--- src/design/ccd_pkg.sv ---
// Package for the two-channel output clock divider block.
// Holds register indices, field positions, reset values and shared types.
// Assumes a 32-bit classic Wishbone register bus with one word per register.

package ccd_pkg;

    // ------------------------------------------------------------------
    // Register indices (byte address is four times the index)
    // ------------------------------------------------------------------
    localparam logic [9:0] CCD_IDX_DIV0_COUNTS = 10'h190;
    localparam logic [9:0] CCD_IDX_DIV0_CTRL = 10'h191;
    localparam logic [9:0] CCD_IDX_DIV0_ROUTE = 10'h192;
    localparam logic [9:0] CCD_IDX_DIV1_COUNTS = 10'h196;
    localparam logic [9:0] CCD_IDX_DIV1_CTRL = 10'h197;
    localparam logic [9:0] CCD_IDX_DIV1_ROUTE = 10'h198;
    localparam logic [9:0] CCD_IDX_STATUS = 10'h19F;

    // ------------------------------------------------------------------
    // Field positions
    // ------------------------------------------------------------------
    localparam int CCD_CNT_LOW_LSB = 4;
    localparam int CCD_CNT_HIGH_LSB = 0;
    localparam int CCD_CTRL_BYPASS = 7;
    localparam int CCD_CTRL_NOSYNC = 6;
    localparam int CCD_CTRL_FORCE = 5;
    localparam int CCD_CTRL_START = 4;
    localparam int CCD_CTRL_PHASE_LSB = 0;
    localparam int CCD_ROUTE_DIRECT = 1;
    localparam int CCD_ROUTE_DCC_OFF = 0;

    // ------------------------------------------------------------------
    // Reset values
    // ------------------------------------------------------------------
    localparam logic [7:0] CCD_RST_COUNTS = 8'h00;
    localparam logic [7:0] CCD_RST_CTRL0 = 8'h80;
    localparam logic [7:0] CCD_RST_CTRL1 = 8'h00;
    localparam logic [7:0] CCD_RST_ROUTE = 8'h00;

    // ------------------------------------------------------------------
    // Distribution source select encodings
    // ------------------------------------------------------------------
    localparam logic [1:0] CCD_SRC_EXT = 2'h0;
    localparam logic [1:0] CCD_SRC_NONE = 2'h1;
    localparam logic [1:0] CCD_SRC_OSC = 2'h2;

    // Counting state of one divider.
    typedef enum logic [1:0] {
        CCD_ST_HOLD = 2'b00,
        CCD_ST_PHASE = 2'b01,
        CCD_ST_RUN = 2'b11
    } ccd_state_t;

    // Decoded settings of one divider.
    typedef struct packed {
        logic [3:0] low;
        logic [3:0] high;
        logic bypass;
        logic nosync;
        logic force_high;
        logic start_high;
        logic [3:0] phase;
        logic direct;
        logic dcc_off;
    } ccd_cfg_t;

endpackage : ccd_pkg

--- src/design/ccd_channel_clock_divider.sv ---
// Two programmable channel clock dividers with a Wishbone register file.
// Assumes the distribution clock, oscillator and external clock arrive as
// asynchronous levels sampled on clk_i; one divider input cycle is one
// rising edge of the sampled distribution clock.

`timescale 1ns/1ns
`default_nettype none

// Function
// - Output stays low for low-count field plus one input cycles.
// - Output stays high for high-count field plus one input cycles.
// - Bypass stops counting and passes the input clock to the output.
// - After reset divider one is bypassed, divider two divides.
// - Sync-ignore clear obeys chip sync; set ignores it.
// - Force bit sets the held level; software must also set sync-ignore.
// - Start-level bit picks the level at which division starts.
// - Four-bit phase offset, reset zero, delays the first edge.
// - Direct bit clear: each divider drives its own output pair.
// - Direct bit set: oscillator on select 10b, external clock on 00b.
// - Duty correction applies while its disable bit is clear.
module ccd_channel_clock_divider (
    // Clock and reset
    input wire logic clk_i,
    input wire logic rst_i,
    // Wishbone slave
    input wire logic cyc_i,
    input wire logic stb_i,
    input wire logic we_i,
    input wire logic [11:0] adr_i,
    input wire logic [3:0] sel_i,
    input wire logic [31:0] dat_i,
    output logic [31:0] dat_o,
    output logic ack_o,
    // Clock sources and chip-level controls
    input wire logic internal_oscillator_i,
    input wire logic ext_clk_i,
    input wire logic [1:0] distribution_source_select_i,
    input wire logic sync_i,
    // Output pairs
    output logic first_pair_output_a_o,
    output logic first_pair_output_b_o,
    output logic second_pair_output_a_o,
    output logic second_pair_output_b_o
);

    // ------------------------------------------------------------------
    // Functions
    // ------------------------------------------------------------------

    // Unpacks the three registers of one divider into its settings.
    // Field positions come from the package, so a register map change
    // touches only the package and never this decoding.
    function automatic ccd_pkg::ccd_cfg_t unpack_cfg(
        input logic [7:0] counts,
        input logic [7:0] ctrl,
        input logic [7:0] route
    );
        ccd_pkg::ccd_cfg_t c;
        c.low = counts[ccd_pkg::CCD_CNT_LOW_LSB +: 4];
        c.high = counts[ccd_pkg::CCD_CNT_HIGH_LSB +: 4];
        c.bypass = ctrl[ccd_pkg::CCD_CTRL_BYPASS];
        c.nosync = ctrl[ccd_pkg::CCD_CTRL_NOSYNC];
        c.force_high = ctrl[ccd_pkg::CCD_CTRL_FORCE];
        c.start_high = ctrl[ccd_pkg::CCD_CTRL_START];
        c.phase = ctrl[ccd_pkg::CCD_CTRL_PHASE_LSB +: 4];
        c.direct = route[ccd_pkg::CCD_ROUTE_DIRECT];
        c.dcc_off = route[ccd_pkg::CCD_ROUTE_DCC_OFF];
        return c;
    endfunction : unpack_cfg

    // Picks the level driven onto one output pair before duty correction.
    // Later steps override earlier ones: bypass beats the divider, a
    // forced level beats bypass, and direct routing beats everything.
    // Direct routing with select 01b leaves the earlier choice in place.
    function automatic logic pick_level(
        input ccd_pkg::ccd_cfg_t c,
        input logic div_level,
        input logic dist_level,
        input logic osc_level,
        input logic ext_level,
        input logic [1:0] src,
        input logic sync_on
    );
        logic lvl;
        lvl = div_level;
        if (c.bypass) begin
            lvl = dist_level;
        end
        if (c.nosync && sync_on) begin
            lvl = c.force_high;
        end
        if (c.direct && src == ccd_pkg::CCD_SRC_OSC) begin
            lvl = osc_level;
        end else if (c.direct && src == ccd_pkg::CCD_SRC_EXT) begin
            lvl = ext_level;
        end
        // select 01b falls through to the level picked above.
        return lvl;
    endfunction : pick_level

    // ------------------------------------------------------------------
    // Registers
    // ------------------------------------------------------------------
    // Configuration bytes, one set per divider, indexed by divider number.
    // Only the low byte lane of each bus word is stored.
    logic [7:0] counts_r [2];
    logic [7:0] ctrl_r [2];
    logic [7:0] route_r [2];
    logic ack_r;
    logic [31:0] rdata_r;
    logic [1:0] osc_sync_r;
    logic [1:0] ext_sync_r;
    logic [1:0] sync_sync_r;
    logic dist_prev_r;
    ccd_pkg::ccd_state_t state_r [2];
    logic [3:0] cnt_r [2];
    logic [3:0] phase_cnt_r [2];
    logic level_r [2];
    logic out_r [2];

    // ------------------------------------------------------------------
    // Bus decode
    // ------------------------------------------------------------------

    // Word index, request and write strobe for the low byte lane.
    // A request is taken only while no acknowledge is out, so a strobe
    // held across the acknowledge cycle never counts twice.
    wire logic [9:0] word_idx = adr_i[11:2];
    wire logic req = cyc_i && stb_i && !ack_r;
    wire logic wr_lane0 = req && we_i && sel_i[0];
    wire logic hit_c0 = word_idx == ccd_pkg::CCD_IDX_DIV0_COUNTS;
    wire logic hit_k0 = word_idx == ccd_pkg::CCD_IDX_DIV0_CTRL;
    wire logic hit_r0 = word_idx == ccd_pkg::CCD_IDX_DIV0_ROUTE;
    wire logic hit_c1 = word_idx == ccd_pkg::CCD_IDX_DIV1_COUNTS;
    wire logic hit_k1 = word_idx == ccd_pkg::CCD_IDX_DIV1_CTRL;
    wire logic hit_r1 = word_idx == ccd_pkg::CCD_IDX_DIV1_ROUTE;
    wire logic hit_st = word_idx == ccd_pkg::CCD_IDX_STATUS;

    // Read multiplexer; unmapped words read as zero.
    // The status word is read-only and shows levels and run state of
    // both dividers, which helps software see a divider stalled by sync.
    wire logic [7:0] status_byte = {2'h0, state_r[1] == ccd_pkg::CCD_ST_RUN,
                                    state_r[0] == ccd_pkg::CCD_ST_RUN,
                                    out_r[1], out_r[0], level_r[1], level_r[0]};
    wire logic [7:0] rd_byte = hit_c0 ? counts_r[0] :
                               hit_k0 ? ctrl_r[0] :
                               hit_r0 ? route_r[0] :
                               hit_c1 ? counts_r[1] :
                               hit_k1 ? ctrl_r[1] :
                               hit_r1 ? route_r[1] :
                               hit_st ? status_byte : 8'h00;

    // Handshake: ack one cycle after the request, dropped the cycle after.
    always_ff @(posedge clk_i) begin
        if (rst_i) begin
            ack_r <= 1'b0;
            rdata_r <= 32'h0000_0000;
        end else begin
            ack_r <= req;
            rdata_r <= {24'h00_0000, rd_byte};
        end
    end

    assign ack_o = ack_r;
    assign dat_o = rdata_r;

    // ------------------------------------------------------------------
    // Configuration registers
    // ------------------------------------------------------------------

    // Software writes land on the low byte lane of each mapped word.
    // A write without the low byte enable, or to an unmapped word, is
    // acknowledged but changes nothing, so the bus never hangs on it.
    always_ff @(posedge clk_i) begin
        if (rst_i) begin
            counts_r[0] <= ccd_pkg::CCD_RST_COUNTS;
            counts_r[1] <= ccd_pkg::CCD_RST_COUNTS;
            ctrl_r[0] <= ccd_pkg::CCD_RST_CTRL0;
            ctrl_r[1] <= ccd_pkg::CCD_RST_CTRL1;
            route_r[0] <= ccd_pkg::CCD_RST_ROUTE;
            route_r[1] <= ccd_pkg::CCD_RST_ROUTE;
        end else begin
            if (wr_lane0 && hit_c0) counts_r[0] <= dat_i[7:0];
            if (wr_lane0 && hit_k0) ctrl_r[0] <= dat_i[7:0];
            if (wr_lane0 && hit_r0) route_r[0] <= dat_i[7:0];
            if (wr_lane0 && hit_c1) counts_r[1] <= dat_i[7:0];
            if (wr_lane0 && hit_k1) ctrl_r[1] <= dat_i[7:0];
            if (wr_lane0 && hit_r1) route_r[1] <= dat_i[7:0];
        end
    end

    // ------------------------------------------------------------------
    // Input synchronisers
    // ------------------------------------------------------------------

    // Distribution clock: oscillator on select 10b, otherwise external.
    // The select is a same-clock level, so it is used without retiming.
    // Each source is read only from its second synchroniser stage; the
    // edge detector compares that level with its own registered copy.
    wire logic osc_level = osc_sync_r[1];
    wire logic ext_level = ext_sync_r[1];
    wire logic sync_on = sync_sync_r[1];
    wire logic dist_level = (distribution_source_select_i == ccd_pkg::CCD_SRC_OSC) ?
                            osc_level : ext_level;
    wire logic dist_rise = dist_level && !dist_prev_r;

    // Two stages per asynchronous pin guard against metastability.
    // The previous distribution level resets low, the idle level of the
    // source pins, so no false edge follows reset.
    always_ff @(posedge clk_i) begin
        if (rst_i) begin
            osc_sync_r <= 2'h0;
            ext_sync_r <= 2'h0;
            sync_sync_r <= 2'h0;
            dist_prev_r <= 1'b0;
        end else begin
            osc_sync_r <= {osc_sync_r[0], internal_oscillator_i};
            ext_sync_r <= {ext_sync_r[0], ext_clk_i};
            sync_sync_r <= {sync_sync_r[0], sync_i};
            dist_prev_r <= dist_level;
        end
    end

    // ------------------------------------------------------------------
    // Divider channels
    // ------------------------------------------------------------------
    // Both dividers share one distribution clock edge and differ only in
    // their settings. A divider input cycle is one rising edge of the
    // synchronised distribution level, so the source must stay well
    // below half the system clock rate.
    genvar gi;
    generate
        for (gi = 0; gi < 2; gi++) begin : g_div
            wire ccd_pkg::ccd_cfg_t cfg = unpack_cfg(counts_r[gi], ctrl_r[gi],
                                                     route_r[gi]);
            wire logic hold = sync_on && !cfg.nosync;
            wire logic low_done = cnt_r[gi] == cfg.low;
            wire logic high_done = cnt_r[gi] == cfg.high;
            wire logic span_done = level_r[gi] ? high_done : low_done;
            wire logic raw = pick_level(cfg, level_r[gi], dist_level, osc_level,
                                        ext_level, distribution_source_select_i,
                                        sync_on);

            // Counter advances once per divider input cycle.
            // Bypass or an obeyed sync parks the divider at its start level
            // with the phase reloaded, so release always restarts cleanly.
            // A count above a newly written field wraps through zero.
            always_ff @(posedge clk_i) begin
                if (rst_i) begin
                    state_r[gi] <= ccd_pkg::CCD_ST_HOLD;
                    cnt_r[gi] <= 4'h0;
                    phase_cnt_r[gi] <= 4'h0;
                    level_r[gi] <= 1'b0;
                end else if (cfg.bypass || hold) begin
                    state_r[gi] <= ccd_pkg::CCD_ST_HOLD;
                    cnt_r[gi] <= 4'h0;
                    phase_cnt_r[gi] <= cfg.phase;
                    level_r[gi] <= cfg.start_high;
                end else if (dist_rise) begin
                    case (state_r[gi])
                        ccd_pkg::CCD_ST_HOLD: begin
                            state_r[gi] <= (phase_cnt_r[gi] == 4'h0) ?
                                           ccd_pkg::CCD_ST_RUN : ccd_pkg::CCD_ST_PHASE;
                            cnt_r[gi] <= 4'h0;
                            level_r[gi] <= cfg.start_high;
                        end
                        ccd_pkg::CCD_ST_PHASE: begin
                            phase_cnt_r[gi] <= phase_cnt_r[gi] - 4'h1;
                            if (phase_cnt_r[gi] == 4'h1) begin
                                state_r[gi] <= ccd_pkg::CCD_ST_RUN;
                            end
                        end
                        ccd_pkg::CCD_ST_RUN: begin
                            // period is low plus high spans
                            if (span_done) begin
                                cnt_r[gi] <= 4'h0;
                                level_r[gi] <= !level_r[gi];
                            end else begin
                                cnt_r[gi] <= cnt_r[gi] + 4'h1;
                            end
                        end
                        default: begin
                            state_r[gi] <= ccd_pkg::CCD_ST_HOLD;
                        end
                    endcase
                end
            end

            // Output stage: correction retimes through one more flop stage.
            // With correction off the output is one cycle earlier; the
            // span lengths are the same in both settings.
            logic dcc_r;
            always_ff @(posedge clk_i) begin
                if (rst_i) begin
                    dcc_r <= 1'b0;
                    out_r[gi] <= 1'b0;
                end else begin
                    dcc_r <= raw;
                    out_r[gi] <= cfg.dcc_off ? raw : dcc_r;
                end
            end
        end
    endgenerate

    // ------------------------------------------------------------------
    // Output pairs
    // ------------------------------------------------------------------

    // Both outputs of a pair carry the same registered level, so the
    // pair never shows skew inside this block. Direct routing is
    // already folded into the level picked for each divider.
    // each divider drives its own pair
    assign first_pair_output_a_o = out_r[0];
    assign first_pair_output_b_o = out_r[0];
    assign second_pair_output_a_o = out_r[1];
    assign second_pair_output_b_o = out_r[1];

endmodule : ccd_channel_clock_divider

`default_nettype wire

--- config.mk ---
export PLATFORM = sky130hd
export DESIGN_NAME = ccd_channel_clock_divider
export DESIGN_NICKNAME = d
export VERILOG_FILES = /design/src/design/ccd_pkg.sv /design/src/design/ccd_channel_clock_divider.sv
export SDC_FILE = /design/constraint.sdc
export NUM_CORES = 1
export LEC_CHECK = 0
export ABC_AREA = 1
export ABC_CLOCK_PERIOD_IN_PS = 3800
export BUFFER_PORTS_ARGS = -buffer_cell sky130_fd_sc_hd__buf_2
export CORE_MARGIN = 2
export CORE_UTILIZATION = 35
export CTS_CLUSTER_DIAMETER = 30
export DETAILED_ROUTE_END_ITERATION = 6
export SYNTH_ARGS = -nofsm -noshare
export SYNTH_HDL_FRONTEND = slang
export SYNTH_SLANG_ARGS = --single-unit
--- constraint.sdc ---
create_clock -name clk_i -period 3.8 [get_ports clk_i]
set_clock_uncertainty 0.15 [all_clocks]
set_input_delay 0.76 -clock clk_i [delete_from_list [all_inputs] [get_ports clk_i]]
set_output_delay 0.76 -clock clk_i [all_outputs]
set_load 0.01 [all_outputs]
==> metrics.md <==
| Metric | Value |
|---|---|
| CTS tree | `yes` |
| Synthesized area | `4700 sq um` |
| Rows | `42` |
| RD Place Congestion | `0.910` |
| Final HPWL DP | `8860 um` |
| Yosys warning count | `0` |
| Final wirelength | `11,100 um` |
| Worst slew pin tran | `1.11 ns` |
| Crit path max fanout | `13` |
| Core area | `13,200 sq um` |
| Fraction of layout cells with a size suffix above 1 | `0.165` |
| Vias in the first global route | `3,351` |
| Layout area overhead | `12.9%` |
| Most used DFF post-synth | `edfxtp_1` |
| # diodes | `0` |
| Top cell type's share of synthesized area | `0.447` |
| Syn_area_per_cell | `9.12 sq um` |
| Die width | `120 um` |
| Type of the worst min-delay path | `register to register` |
| Clk buf depth | `2` |
| Most area-consuming cells after synthesis | `edfxtp_1, dfxtp_1, nand2_1` |
| Setup repair bufs after CTS | `0` |
| Initial Util | `0.357` |
| Slew Viols, Final | `0` |
| Clk_lat worst skew | `0.35 ns` |
| Slew headroom | `0.255` |
| FILL cells | `1,336` |
| MaxCap Viol Count | `0` |
| Fmax | `0.384 GHz` |
| Die H | `120 um` |
| Power consumption | `2.15 mW` |
| Ports | `95` |
| DRT antenna net count | `0` |
| Leak | `2.26 nW` |
| Clock transition at path regs | `0.06 ns` |
| Area leader, netlist | `edfxtp_1` |
| Die area | `14,400 sq um` |
| Cts repair resizes | `0` |
| DRT iter0 DRCs | `373` |
| WP data required | `3.61 ns` |
| Final hold vios | `0` |
| Number of library cell types mapped by synthesis | `36` |
| Setup TNS | `0 ns` |
| First-pass GRT wire length | `17,500 um` |
| DR pass1 iterations | `4` |
| Largest net degree at the start of global routing | `21` |
| Post-synth EDFFs | `70` |
| Critical path arrival | `2.42 ns` |
| GR Overflow Total | `0` |
| DR vias/cell | `4.79` |
| TritonCTS buffer count | `9` |
| Gate Count Post-Synth | `516` |
| Residual DRC | `0` |
| Worst VDD drop | `0.232 mV` |
| Antenna violations before repair | `0` |
| Async S/R FF share, synth | `0` |
| Hold Buf Count CTS | `0` |
| RSZ-0062 raised after global routing | `false` |
| PwrDens | `405 nW/um^2` |
| Sequential fraction of the synthesis area | `0.532` |
| Final worst slack | `1.19 ns` |
| Layout Nets | `630` |
| Worst Setup Start Kind | `input port` |
| Clock root cell | `clkbuf_16` |
| Outcome | `complete, no violations` |
| Fin crit period | `2.61 ns` |
| GR Util All Layers | `0.162` |
| Crit path capture type | `register` |
| Final setup viols | `0` |
| Seq cells post-synth | `90` |
| Vias | `3,571` |
| CTS H-Tree Depth | `3` |
| Drt wl/cell | `14.9 um` |
| Dpl ws | `0.839 ns` |
| Worst setup path class | `input port to register` |
| Final period util | `0.686` |
| Sink Count | `90` |
| Post-layout util | `0.403` |
| PortBufs | `41` |
-- kinds of logic after synthesis --
| kind of cell | Yosys count | synth area share |
|---|---|---|
| compound gates | 64 | 0.0769 |
| buf+inv | 105 | 0.107 |
| simple gates | 232 | 0.233 |
| xor+xnor | 16 | 0.0298 |
| flops | 90 | 0.532 |
| other cells | 1 | 0.000797 |
| fa+ha+maj | 8 | 0.0213 |
-- path summary, 6_finish.rpt --
| kind | cells past startpoint | slack (ns) | start | to |
|---|---|---|---|---|
| worst min register to register | 2 | 0.25 | ext_sync_r[0]$_SDFF_PP0_ | ext_sync_r[1]$_SDFF_PP0_ |
| worst max-delay path | 6 | 1.19 | adr_i[4] | ctrl_r[0][2]$_DFFE_PP_ |
| worst min-delay path | 2 | 0.25 | ext_sync_r[0]$_SDFF_PP0_ | ext_sync_r[1]$_SDFF_PP0_ |
| worst max register to register | 3 | 1.53 | ack_o$_SDFF_PP0_ | ctrl_r[0][2]$_DFFE_PP_ |
-- cell usage after synthesis (2+ instances only) --
cell	instances
a21oi_2	2
a21oi_1	13
nand4_1	9
nand2_2	7
buf_4	26
xor2_1	5
o21ai_0	35
nor3_1	5
dfxtp_1	20
nor2_2	4
xnor2_1	11
nor3_2	2
nor2_4	5
o21ai_1	2
o2111ai_1	5
nand2_1	82
ha_1	8
nor2_1	62
a31oi_1	2
clkbuf_1	3
o22ai_1	4
inv_2	6
inv_1	67
nand3_1	49
edfxtp_1	70
nand3_2	2
-- layer usage --
| layer | GRT usage | wire length, um | vias to the layer above |
|---|---|---|---|
| met4 | 0.0544 | 172 | 0 |
| li1 | - | - | 1767 |
| met2 | 0.263 | 5250 | 147 |
| met3 | 0.0304 | 742 | 11 |
| met1 | 0.217 | 4970 | 1646 |
| met5 | 0 | 0 | - |
-- final cells by class --
| type | instances | area [sq um] | area share |
|---|---|---|---|
| Inverter | 73 | 274 | 0.0516 |
| Clock buffer | 10 | 229 | 0.0431 |
| Sequential cell | 90 | 2500 | 0.471 |
| Tap cell | 176 | 220 | 0.0415 |
| Timing Repair Buffer | 46 | 243 | 0.0457 |
| Multi-Input combinational cell | 344 | 1790 | 0.336 |
| Clock inverter | 6 | 57.6 | 0.0108 |
-- per-stage QoR --
| step | instance area, sq um | instances | hold WS (ns) |
|---|---|---|---|
| 2_1_floorplan | 4790 | 539 | 0.238 |
| 3_3_place_gp | 5030 | 729 | 0.241 |
| 3_5_place_dp | 5030 | 729 | 0.247 |
| 4_1_cts | 5310 | 745 | 0.255 |
| 5_1_grt | 5310 | 745 | 0.275 |
| 6_report | 5310 | 745 | 0.252 |
-- worst max-delay path, cell delays in order --
cell and delay, ns:
buf_2 0.12, inv_1 0.13, nand2_1 0.13, nor2_4 0.24
nand2_4 0.15, o21ai_0 0.88
-- sequential cells by signal, indices dropped and copies added (netlist names), 4 cells and up --
name	flops
ctrl_r	16
phase_cnt_r	8
route_r	16
cnt_r	8
dat_o	8
state_r	4
counts_r	16
-- cell usage in the layout, fill, tap and decap left out, types with 9 or more instances in the layout --
cell and count:
a21oi_1 13, buf_2 41, clkbuf_16 9, conb_1 24
dfxtp_1 20, edfxtp_1 70, inv_1 67, nand2_1 82
nand3_1 49, nand4_1 9, nor2_1 62, o21ai_0 35
xnor2_1 11
-- report_power, final --
group	internal [mW]	total [mW]	switching, mW
clock network	0.505	0.869	0.364
registers	1.09	1.12	0.0294
logic	0.0516	0.159	0.107
(Power assumes the default switching activity.)
